**config.mk**
```make
export PLATFORM = sky130hd
export DESIGN_NAME = vrc_video_map
export DESIGN_NICKNAME = d
export VERILOG_FILES = /design/src/verilog/vrc_pkg.sv /design/src/verilog/vrc_arbiter.sv /design/src/verilog/vrc_scan_gen.sv /design/src/verilog/vrc_video_map.sv
export VERILOG_INCLUDE_DIRS = /design/src /design/src/verilog
export SDC_FILE = /design/constraint.sdc
export NUM_CORES = 1
export LEC_CHECK = 0
export BUFFER_PORTS_ARGS = -buffer_cell sky130_fd_sc_hd__buf_2
export CAP_MARGIN = 20
export CELL_PAD_IN_SITES_DETAIL_PLACEMENT = 0
export CELL_PAD_IN_SITES_GLOBAL_PLACEMENT = 2
export CORE_MARGIN = 4
export CORE_UTILIZATION = 39
export DETAILED_ROUTE_END_ITERATION = 8
export PLACE_DENSITY = 0.82
export SLEW_MARGIN = 20
export SYNTH_ARGS = -nofsm -noshare
export SYNTH_HDL_FRONTEND = slang
export SYNTH_SLANG_ARGS = --single-unit
```
**constraint.sdc**
```tcl
create_clock -name core_clk -period 3 [get_ports core_clk]
set_input_delay 0.6 -clock core_clk [delete_from_list [all_inputs] [get_ports core_clk]]
set_output_delay 0.6 -clock core_clk [all_outputs]
set_load 0.03 [all_outputs]
```
**src/verilog/vrc_defines.svh**
```systemverilog
// Port addresses, field positions and timing counts of the video memory map and clear block.
// Included by the package and every design file; holds definitions only.
`ifndef VRC_DEFINES_SVH
`define VRC_DEFINES_SVH
`define VRC_PORT_CLEAR_A 8'hd9
`define VRC_PORT_LATCH 8'hda
`define VRC_PORT_FILL_B 8'hdb
`define VRC_PORT_POINTER 8'hdc
`define VRC_PORT_WINDOW 8'hdd
`define VRC_CTRL_REG_COUNT 18
`define VRC_IDX_START_HIGH 5'h0c
`define VRC_IDX_START_LOW 5'h0d
`define VRC_START_HIGH_MASK 8'h3f
`define VRC_CLEAR_BIT 3
`define VRC_FILL_BIT 3
`define VRC_PORT_A_RESET 8'h08
`define VRC_PORT_B_RESET 8'h00
`define VRC_BYTES_PER_LINE 7'h50
`define VRC_LAST_BYTE 7'h4f
`define VRC_NINE_LAST_SCAN 4'h8
`define VRC_SIXTEEN_LAST_SCAN 4'hf
`define VRC_ROWS 5'h19
`define VRC_FRAME_TIME_US 16700
`define VRC_CLK_MHZ 20
`define VRC_FRAME_CYCLES ((`VRC_FRAME_TIME_US * `VRC_CLK_MHZ))
`endif

```
**src/verilog/vrc_pkg.sv**
```systemverilog
// Types shared by the video memory map and clear block.
// Assumes vrc_defines.svh sits on the include path.
package vrc_pkg;
  `include "vrc_defines.svh"

  typedef struct packed {
    logic sel;
    logic wr;
    logic [7:0] port;
    logic [7:0] wdata;
  } vrc_io_req_t;

  typedef struct packed {
    logic [15:0] addr;
    logic [7:0] data;
    logic we;
  } vrc_mem_cmd_t;

  typedef struct packed {
    logic [2:0] plane_we;
    logic [7:0] data;
  } vrc_fill_cmd_t;
endpackage

```
**src/verilog/vrc_arbiter.sv**
```systemverilog
// Video memory port arbiter: display fetches win, CPU waits, fill writes ride on fetch slots.
// Assumes a single-cycle memory port shared by all three planes.
`timescale 1ns/1ps
`include "vrc_defines.svh"
module vrc_arbiter (
  input wire logic core_clk,
  input wire logic reset_n,
  input wire logic display_req,
  input wire logic [15:0] display_addr,
  input wire logic fill_active,
  input wire logic [7:0] fill_data,
  input wire logic cpu_req,
  input wire vrc_pkg::vrc_mem_cmd_t cpu_cmd,
  output logic cpu_grant,
  output vrc_pkg::vrc_mem_cmd_t mem_cmd,
  output logic [2:0] fill_planes_we
);
  typedef struct packed {
    logic cpu_pending;
  } vrc_arb_state_t;

  vrc_arb_state_t state;
  vrc_arb_state_t next_state;

  always_comb begin
    next_state = state;
    mem_cmd = '0;
    fill_planes_we = 3'b000;
    cpu_grant = 1'b0;
    if (display_req) begin
      mem_cmd.addr = display_addr;
      if (fill_active) begin
        mem_cmd.data = fill_data;
        mem_cmd.we = 1'b1;
        fill_planes_we = 3'b111;
      end
      next_state.cpu_pending = cpu_req;
    end else if (cpu_req) begin
      mem_cmd = cpu_cmd;
      cpu_grant = 1'b1;
      next_state.cpu_pending = 1'b0;
    end
  end

  always_ff @(posedge core_clk) begin
    if (!reset_n) begin
      state <= '0;
    end else begin
      state <= next_state;
    end
  end
endmodule

```
**src/verilog/vrc_scan_gen.sv**
```systemverilog
// Display scan address generator: walks bytes, scan lines and rows from the start address.
// Assumes one byte fetch per clock; blanking and sync are outside this block.
`timescale 1ns/1ps
`include "vrc_defines.svh"
module vrc_scan_gen (
  input wire logic core_clk,
  input wire logic reset_n,
  input wire logic [13:0] start_address,
  input wire logic sixteen_lines,
  output logic [15:0] scan_addr,
  output logic frame_end
);
  typedef struct packed {
    logic [6:0] col;
    logic [3:0] scan;
    logic [4:0] row;
  } vrc_scan_state_t;

  vrc_scan_state_t state;
  vrc_scan_state_t next_state;
  logic [3:0] last_scan;
  logic [8:0] line_addr;

  // Nine-line rows skip scan values 9 to F so the screen stays continuous.
  // scan 9 to F unfetched.
  assign last_scan = sixteen_lines ? `VRC_SIXTEEN_LAST_SCAN : `VRC_NINE_LAST_SCAN;
  assign line_addr = 9'(start_address[13:4] + {5'h00, state.row}) << 4 | 9'(state.scan);
  assign scan_addr = {line_addr, state.col};
  assign frame_end = (state.col == `VRC_LAST_BYTE) && (state.scan == last_scan)
                     && (state.row == 5'(`VRC_ROWS - 1));

  always_comb begin
    next_state = state;
    if (state.col == `VRC_LAST_BYTE) begin
      next_state.col = 7'h00;
      if (state.scan == last_scan) begin
        next_state.scan = 4'h0;
        next_state.row = frame_end ? 5'h00 : 5'(state.row + 5'h01);
      end else begin
        next_state.scan = 4'(state.scan + 4'h1);
      end
    end else begin
      next_state.col = 7'(state.col + 7'h01);
    end
  end

  always_ff @(posedge core_clk) begin
    if (!reset_n) begin
      state <= '0;
    end else begin
      state <= next_state;
    end
  end
endmodule

```
**src/verilog/vrc_video_map.sv**
```systemverilog
// Top of the video memory map and clear block: I/O ports, controller window, scan, clear.
// Assumes the host issues one-cycle I/O strobes and holds memory requests until granted.
`timescale 1ns/1ps
`include "vrc_defines.svh"
module vrc_video_map #(
  parameter int FRAME_CYCLES = `VRC_FRAME_CYCLES,
  parameter int CTRL_REGS = `VRC_CTRL_REG_COUNT
) (
  input wire logic core_clk,
  input wire logic reset_n,
  input wire vrc_pkg::vrc_io_req_t io_req,
  output logic [7:0] io_rdata,
  input wire logic cpu_mem_req,
  input wire vrc_pkg::vrc_mem_cmd_t cpu_mem_cmd,
  output logic cpu_mem_grant,
  input wire logic sixteen_lines,
  output vrc_pkg::vrc_mem_cmd_t video_memory_cmd,
  output logic [2:0] video_memory_plane_we,
  output logic [7:0] pixel_shift,
  output logic [13:0] display_start,
  output logic [7:0] scroll_latch,
  output logic screen_fill_request_n,
  output logic fill_busy,
  output logic frame_done
);
  typedef struct packed {
    logic [7:0] port_a;
    logic [7:0] port_b;
    logic [7:0] latch;
    logic [4:0] pointer;
    logic [7:0] rdata;
    logic [7:0] shift;
    logic fill_run;
    logic [31:0] fill_count;
    logic frame_pulse;
  } vrc_top_state_t;

  vrc_top_state_t state;
  vrc_top_state_t next_state;
  logic [7:0] ctrl_regs [CTRL_REGS];
  logic [15:0] scan_addr;
  logic frame_end;
  logic clear_active;
  logic [7:0] fill_value;
  logic wr_window;
  logic [4:0] ptr;

  assign display_start = {ctrl_regs[`VRC_IDX_START_HIGH][5:0], ctrl_regs[`VRC_IDX_START_LOW]};
  assign clear_active = !state.port_a[`VRC_CLEAR_BIT];
  assign fill_value = state.port_b[`VRC_FILL_BIT] ? 8'hff : 8'h00;
  assign screen_fill_request_n = state.port_a[`VRC_CLEAR_BIT];
  assign scroll_latch = state.latch;
  assign io_rdata = state.rdata;
  assign pixel_shift = state.shift;
  assign fill_busy = state.fill_run;
  assign frame_done = state.frame_pulse;
  assign ptr = state.pointer;
  assign wr_window = io_req.sel && io_req.wr && (io_req.port == `VRC_PORT_WINDOW);

  vrc_scan_gen u_scan (
    .core_clk(core_clk),
    .reset_n(reset_n),
    .start_address(display_start),
    .sixteen_lines(sixteen_lines),
    .scan_addr(scan_addr),
    .frame_end(frame_end)
  );

  vrc_arbiter u_arb (
    .core_clk(core_clk),
    .reset_n(reset_n),
    .display_req(1'b1),
    .display_addr(scan_addr),
    .fill_active(clear_active),
    .fill_data(fill_value),
    .cpu_req(cpu_mem_req),
    .cpu_cmd(cpu_mem_cmd),
    .cpu_grant(cpu_mem_grant),
    .mem_cmd(video_memory_cmd),
    .fill_planes_we(video_memory_plane_we)
  );

  genvar gi;
  generate
    for (gi = 0; gi < CTRL_REGS; gi++) begin : g_ctrl
      always_ff @(posedge core_clk) begin
        if (!reset_n) begin
          ctrl_regs[gi] <= 8'h00;
        end else if (wr_window && (ptr == 5'(gi))) begin
          if (gi == `VRC_IDX_START_HIGH) begin
            ctrl_regs[gi] <= io_req.wdata & `VRC_START_HIGH_MASK;
          end else begin
            ctrl_regs[gi] <= io_req.wdata;
          end
        end
      end
    end
  endgenerate

  always_comb begin
    next_state = state;
    next_state.frame_pulse = 1'b0;
    // MSB goes out first as leftmost pixel.
    next_state.shift = video_memory_cmd.we ? video_memory_cmd.data : 8'h00;
    if (io_req.sel && io_req.wr) begin
      unique case (io_req.port)
        `VRC_PORT_CLEAR_A: next_state.port_a = io_req.wdata;
        `VRC_PORT_LATCH: next_state.latch = io_req.wdata;
        `VRC_PORT_FILL_B: next_state.port_b = io_req.wdata;
        `VRC_PORT_POINTER: next_state.pointer = io_req.wdata[4:0];
        default: next_state.rdata = state.rdata;
      endcase
    end else if (io_req.sel) begin
      unique case (io_req.port)
        `VRC_PORT_CLEAR_A: next_state.rdata = state.port_a;
        `VRC_PORT_LATCH: next_state.rdata = state.latch;
        `VRC_PORT_FILL_B: next_state.rdata = state.port_b;
        `VRC_PORT_POINTER: next_state.rdata = {3'b000, state.pointer};
        `VRC_PORT_WINDOW: begin
          if (32'(state.pointer) < 32'(CTRL_REGS)) begin
            next_state.rdata = ctrl_regs[state.pointer];
          end else begin
            next_state.rdata = 8'h00;
          end
        end
        default: next_state.rdata = 8'h00;
      endcase
    end
    // one frame of scan slots covers the screen.
    if (clear_active) begin
      next_state.fill_run = 1'b1;
      if (frame_end) begin
        next_state.fill_count = 32'h0000_0000;
      end else begin
        next_state.fill_count = state.fill_count + 32'h0000_0001;
      end
    end else begin
      next_state.fill_run = 1'b0;
      next_state.fill_count = 32'h0000_0000;
    end
    if (frame_end) begin
      next_state.frame_pulse = 1'b1;
    end
  end

  always_ff @(posedge core_clk) begin
    if (!reset_n) begin
      state <= '0;
      state.port_a <= `VRC_PORT_A_RESET;
      state.port_b <= `VRC_PORT_B_RESET;
    end else begin
      state <= next_state;
    end
  end
endmodule
```
==> impl_metrics.ini, run 1 <==
[yosys]
synth_cell_types = 59
synth_flop_cell = edfxtp_1
synth_top_family_by_area = simple AND/OR/NAND/NOR gates
synth_top_area_frac = 0.4349
netlist_top_cells_area = edfxtp_1 43%, dfxtp_1 12%, and2_1 9.2%
synth_seq_area_share = 0.5595
synth_warnings = 0
synth_xor_area_frac = 0.01161
synth_seq_cells = 203
syn-num-nets = 873
syn_avg_cell_area_um2 = 12.00
synth_area_mm2 = 0.009804
yosys.area.top_type = edfxtp_1
netlist_top_cells_count = 144 x and2_1, 142 x edfxtp_1, 61 x dfxtp_1, 58 x nor2_1, 50 x buf_4
muxShareOfSynthArea = 0.1022
synth_edf_count = 142
async_reset_ff_frac = 0
yosysMostFrequentCell = and2_1
synth_compound_area_frac = 0.06279
postSynthCellCount = 817
synthSimpleGateAreaFrac = 0.1909
yosys.area_share.adder = 0.01225

[placement]
place_congestion = 0.7770
port_buffers = 89
place_area_mm2 = 0.01042
place_hpwl_mm = 16.46

[power]
p_leak_nw = 4.323
ir_drop_mv = 0.3396
p_per_area_mw_per_mm2 = 538.9

[min_path]
holdPathStages = 1
hold_class = reg -> reg

[floorplan]
start_util = 0.3996
die_x_um = 166.6
die-height_um = 166.6
num_rows = 57
coreArea_mm2 = 0.02453
fp.dieArea_mm2 = 0.02774
pin_count = 117

[route]
finalWirelength_mm = 23.87
vias = 6264
ant_nets = 0
vias_per_cell = 5.130
drt_iter0_drc = 420
remaining_drc_errors = 0
post_drt_wl_per_cell_um = 19.55
first_pass_iters = 5

[sta]
finalCritPeriodShare = 0.9181
slew_viol_final = 0
finalSetupViolations = 0
hold_viol = 0
relSlewSlack = 0.4460
finalClockSkew_ps = 8.256
max_freq_mhz = 363.1
rsz0062_at_grt = false
fin_crit_ps = 2754
tightest_slew_ps = 810.1
fin_setup_tns_ps = 0

[clocking]
cts_resized = 0
clk_path_buf_depth = 3
clk_pin_slew_worst_paths_ps = 60
cts_tree = done
root_buffer = clkbuf_16
cts.sinks = 203
clkLatencyLatePin_ps = 500
hold_buffers = 0
cts_setup_buffers = 0
htree_levels = 1
cts_made_buffers = 22

[finish]
fin_area_mm2 = 0.01111
area_growth_pct = 13.36
fin_nets = 937
drive_gt1_frac = 0.2408
fillers = 2276
n_antenna_cell = 0

[worst_setup_path]
reg2reg_depth = 5
rrSetupSlack_ps = 590
crit_path_frequent_cell = inv_1
cp_max_fo = 5
cp-startpoint = u_scan.state[0]
critical_path_arrival_ps = 2150
rr_endpoint = io_rdata[6]
critPathKind = reg -> out
crit_end = video_memory_cmd[24]
crit_chain = ha_1 > inv_1 > fa_1 > inv_1 > a21o_1 > a21oi_1 > xnor2_1 > buf_2
cp-end-kind = primary output
slowest_delay_ps = 410
crit_path_start_kind = register
crit_path_top_delay_cell = dfxtp_1
cp.required_ps = 2400

[global_routing]
antenna_found_initial = 0
grt-ovfl-total = 0
track_usage = 0.1713
grt_max_degree = 52
grt_pass1_wl_mm = 37.61
grt_pass1_vias = 6327

[job]
max-cap-violations = 0

[status]
outcome = complete, no violations
## sequential cells by signal (all words and copies together) (netlist names), 5 cells and up, named ones only
signal	cells
ptr	5
io_rdata	8
ctrl_regs	142
u_scan.state	9
state	15
u_scan.scan_addr	7
scroll_latch	8
## placed cells by master (no fill, tap or decap), types with 7 or more instances in the layout
cell / netlist / routed
mux2i_1: 21 / 21
xnor2_1: 7 / 7
nand3_1: 24 / 24
dfxtp_1: 61 / 60
nand4_1: 9 / 9
buf_2: 5 / 89
a21oi_1: 7 / 7
nand2_1: 42 / 42
mux4_2: 29 / 29
mux2_2: 10 / 10
nor2_1: 58 / 58
o21ai_0: 47 / 47
ha_1: 8 / 8
nor3_1: 13 / 13
and2_1: 144 / 144
clkbuf_16: 0 / 23
buf_4: 50 / 41
o31ai_1: 8 / 8
edfxtp_1: 142 / 142
a22oi_1: 11 / 11
inv_1: 12 / 12
## layout make-up
type,count,area (µm²),share of cell area
flip-flops and latches,203,5487,0.4936
multi-input cells,512,3727,0.3354
repair buffers,130,753.2,0.06777
clock buffers,29,598.1,0.05381
well taps,324,405.4,0.03647
clock inverters,11,98.84,0.008893
inverters,12,45.04,0.004053
## worst min path at each step
stage	startpoint	end	slack [ps]
floorplan	u_scan.scan_addr[0]	u_scan.scan_addr[0]	430
global placement	u_scan.scan_addr[0]	u_scan.scan_addr[0]	440
detailed placement	u_scan.scan_addr[0]	u_scan.scan_addr[0]	440
CTS	u_scan.scan_addr[0]	u_scan.scan_addr[0]	470
global route	state[70]	state[70]	490
finish	u_scan.scan_addr[0]	u_scan.scan_addr[0]	470
## logic make-up after synthesis
family | Yosys count
simple gates | 334
flops | 203
buf+inv | 102
compound gates | 94
mux | 61
xor+xnor | 13
fa+ha+maj | 9
other cells | 1
## power by group
part           switching (mW)  total, mW  internal [mW]
combinational           0.194      0.278         0.0840
sequential             0.0243       3.08           3.06
clock                    1.06       2.63           1.57
## stage by stage
step                      cells  setup WS (ps)  hold WS [ps]  total power [mW]    util
final                      1221          245.7         465.1             5.989  0.4530
after global routing       1221          78.62         493.7             6.205  0.4530
after CTS                  1221          183.0         469.4             6.053  0.4530
after detailed placement   1181          347.5         444.6             3.425  0.4246
after global placement     1181          414.4         439.0             3.419  0.4246
after floorplan             817          381.3         425.9             3.297       -
## metal layers
layer  part of all wire  wire, µm  global-route usage  vias up
met3              0.049      1158             0.02749       35
met1               0.44     10610              0.2364     3054
met4              0.020       485             0.04162        0
met2               0.49     11610              0.2858      148
li1                   -         -                   -     3027
met5                  0         0                   0        -
## critical path: cells and delay by family (launching register included)
family / cells / cell delay (ps)
AO/OA/AOI/OAI: 2 / 180
XOR/XNOR: 1 / 120
adder cells (fa/ha/maj): 2 / 610
buffers and inverters: 3 / 340
flip-flops: 1 / 410
(Power assumes the default switching activity.)
==> run 2: changes to the inputs <==
CELL_PAD_IN_SITES_DETAIL_PLACEMENT = 1   (was 0)
CELL_PAD_IN_SITES_GLOBAL_PLACEMENT = 1   (was 2)
CORE_UTILIZATION = 44   (was 39)
PLACE_DENSITY = 0.78   (was 0.82)
==> impl_metrics.ini, run 2 (synthesis results as in run 1) <==
[sta]
finalClockSkew_ps = 8.815
slew_viol_final = 0
relSlewSlack = 0.4768
fin_setup_tns_ps = 0
fin_crit_ps = 2802
tightest_slew_ps = 765.0
finalCritPeriodShare = 0.9338
max_freq_mhz = 356.9
hold_ws_ps = 461.7
rsz0062_at_grt = false
hold_viol = 0
finalSetupViolations = 0

[clocking]
cts_tree = done
cts.sinks = 203
cts_resized = 0
cts_made_buffers = 23
clkLatencyLatePin_ps = 500
root_buffer = clkbuf_16
clk_pin_slew_worst_paths_ps = 60
clk_path_buf_depth = 3
hold_buffers = 0
cts_setup_buffers = 0
htree_levels = 1

[floorplan]
coreArea_mm2 = 0.02189
die_x_um = 157.3
fp.dieArea_mm2 = 0.02474
die-height_um = 157.3
start_util = 0.4479
pin_count = 117
num_rows = 54

[finish]
largest_reg_flops = 142
fin_nets = 927
drive_gt1_frac = 0.2368
mostFrequentLayoutCell = and2_1
n_antenna_cell = 0
final_cell_mix = 144 x and2_1, 142 x edfxtp_1, 89 x buf_2
reg.largest.list = ctrl_regs x142, state x15, u_scan.state x9
area_growth_pct = 12.81
top_register = ctrl_regs

[worst_setup_path]
crit_path_frequent_cell = inv_1
cp.required_ps = 2400
cp_max_fo = 5
crit_family = adder cells
crit_path_top_delay_cell = dfxtp_1
cp-end-kind = primary output
critPathKind = reg -> out
crit_chain = ha_1 > inv_1 > fa_1 > inv_1 > a21o_1 > a21oi_1 > xnor2_1 > buf_2
path_buf_inv = 3
cp-startpoint = u_scan.state[0]
slowest_delay_ps = 420
critical_path_arrival_ps = 2200
crit_path_start_kind = register

[route]
first_pass_iters = 5
finalWirelength_mm = 25.65
drt_iter0_drc = 413
post_drt_wl_per_cell_um = 21.98
vias = 6563
vias_per_cell = 5.624
remaining_drc_errors = 0
ant_nets = 0

[global_routing]
track_usage = 0.2079
grt_max_degree = 52
antenna_found_initial = 1
grt_pass1_vias = 6827
grt-ovfl-total = 0
grt_pass1_wl_mm = 39.93

[power]
p_leak_nw = 4.291
p_per_area_mw_per_mm2 = 566.2
ir_drop_mv = 0.2658

[status]
outcome = complete, no violations

[placement]
place_congestion = 0.8382
port_buffers = 89
place_hpwl_mm = 17.27

[job]
max-cap-violations = 0

[min_path]
hp-start = u_scan.scan_addr[0]
hold_class = reg -> reg
run 2: changes by cell type in the layout (fill, tap and decap cells not counted):
cell        delta
buf_4         -12
buf_12         +1
clkinvlp_4     +3
clkbuf_1       -2
clkinv_2       -1
clkinv_1       -2
inv_6          +1
bufinv_16      +2
run 2: cell type report:
type | count | area (µm²)
multi-input cells | 512 | 3727
well taps | 280 | 350.3
clock buffers | 27 | 590.6
fillers | 2341 | 10830
inverters | 12 | 45.04
repair buffers | 119 | 683.2
flip-flops and latches | 203 | 5487
clock inverters | 14 | 177.7
run 2: power by group:
part | switching [mW] | leakage (nW) | total [mW] | internal, mW
logic | 0.197 | 1.97 | 0.279 | 0.0823
registers | 0.0275 | 1.95 | 3.08 | 3.06
clock network | 1.14 | 0.366 | 2.90 | 1.76
run 2: worst reg2reg max path: stages, from the launching register on:
cell	delay, ps
dfxtp_2	770
mux4_2	590
nor2b_1	140
a2111oi_0	620
o31ai_1	150
run 2: final timing paths:
check        depth (start not counted)  slack [ps]                   end
max                                  8         200  video_memory_cmd[24]
min                                  1         460   u_scan.scan_addr[0]
max reg2reg                          4         600           io_rdata[6]
min reg2reg                          1         460   u_scan.scan_addr[0]
run 2: metrics by stage:
step	instances	utilization	area (µm²)	power, mW	worst slack (ps)
after CTS	1167	0.5053	11060	6.305	165.5
after global routing	1167	0.5053	11060	6.451	73.06
after global placement	1126	0.4702	10290	3.412	377.8
after floorplan	817	-	9804	3.297	381.3
after detailed placement	1126	0.4702	10290	3.423	264.0
final	1167	0.5053	11060	6.263	198.5
run 2: layer usage:
layer / part of all wire / GRT usage / up-vias
met3: 0.048 / 0.02227 / 56
met1: 0.42 / 0.2752 / 3323
met2: 0.50 / 0.3599 / 187
met4: 0.031 / 0.06800 / 0
met5: 0 / 0 / -
li1: - / - / 2997
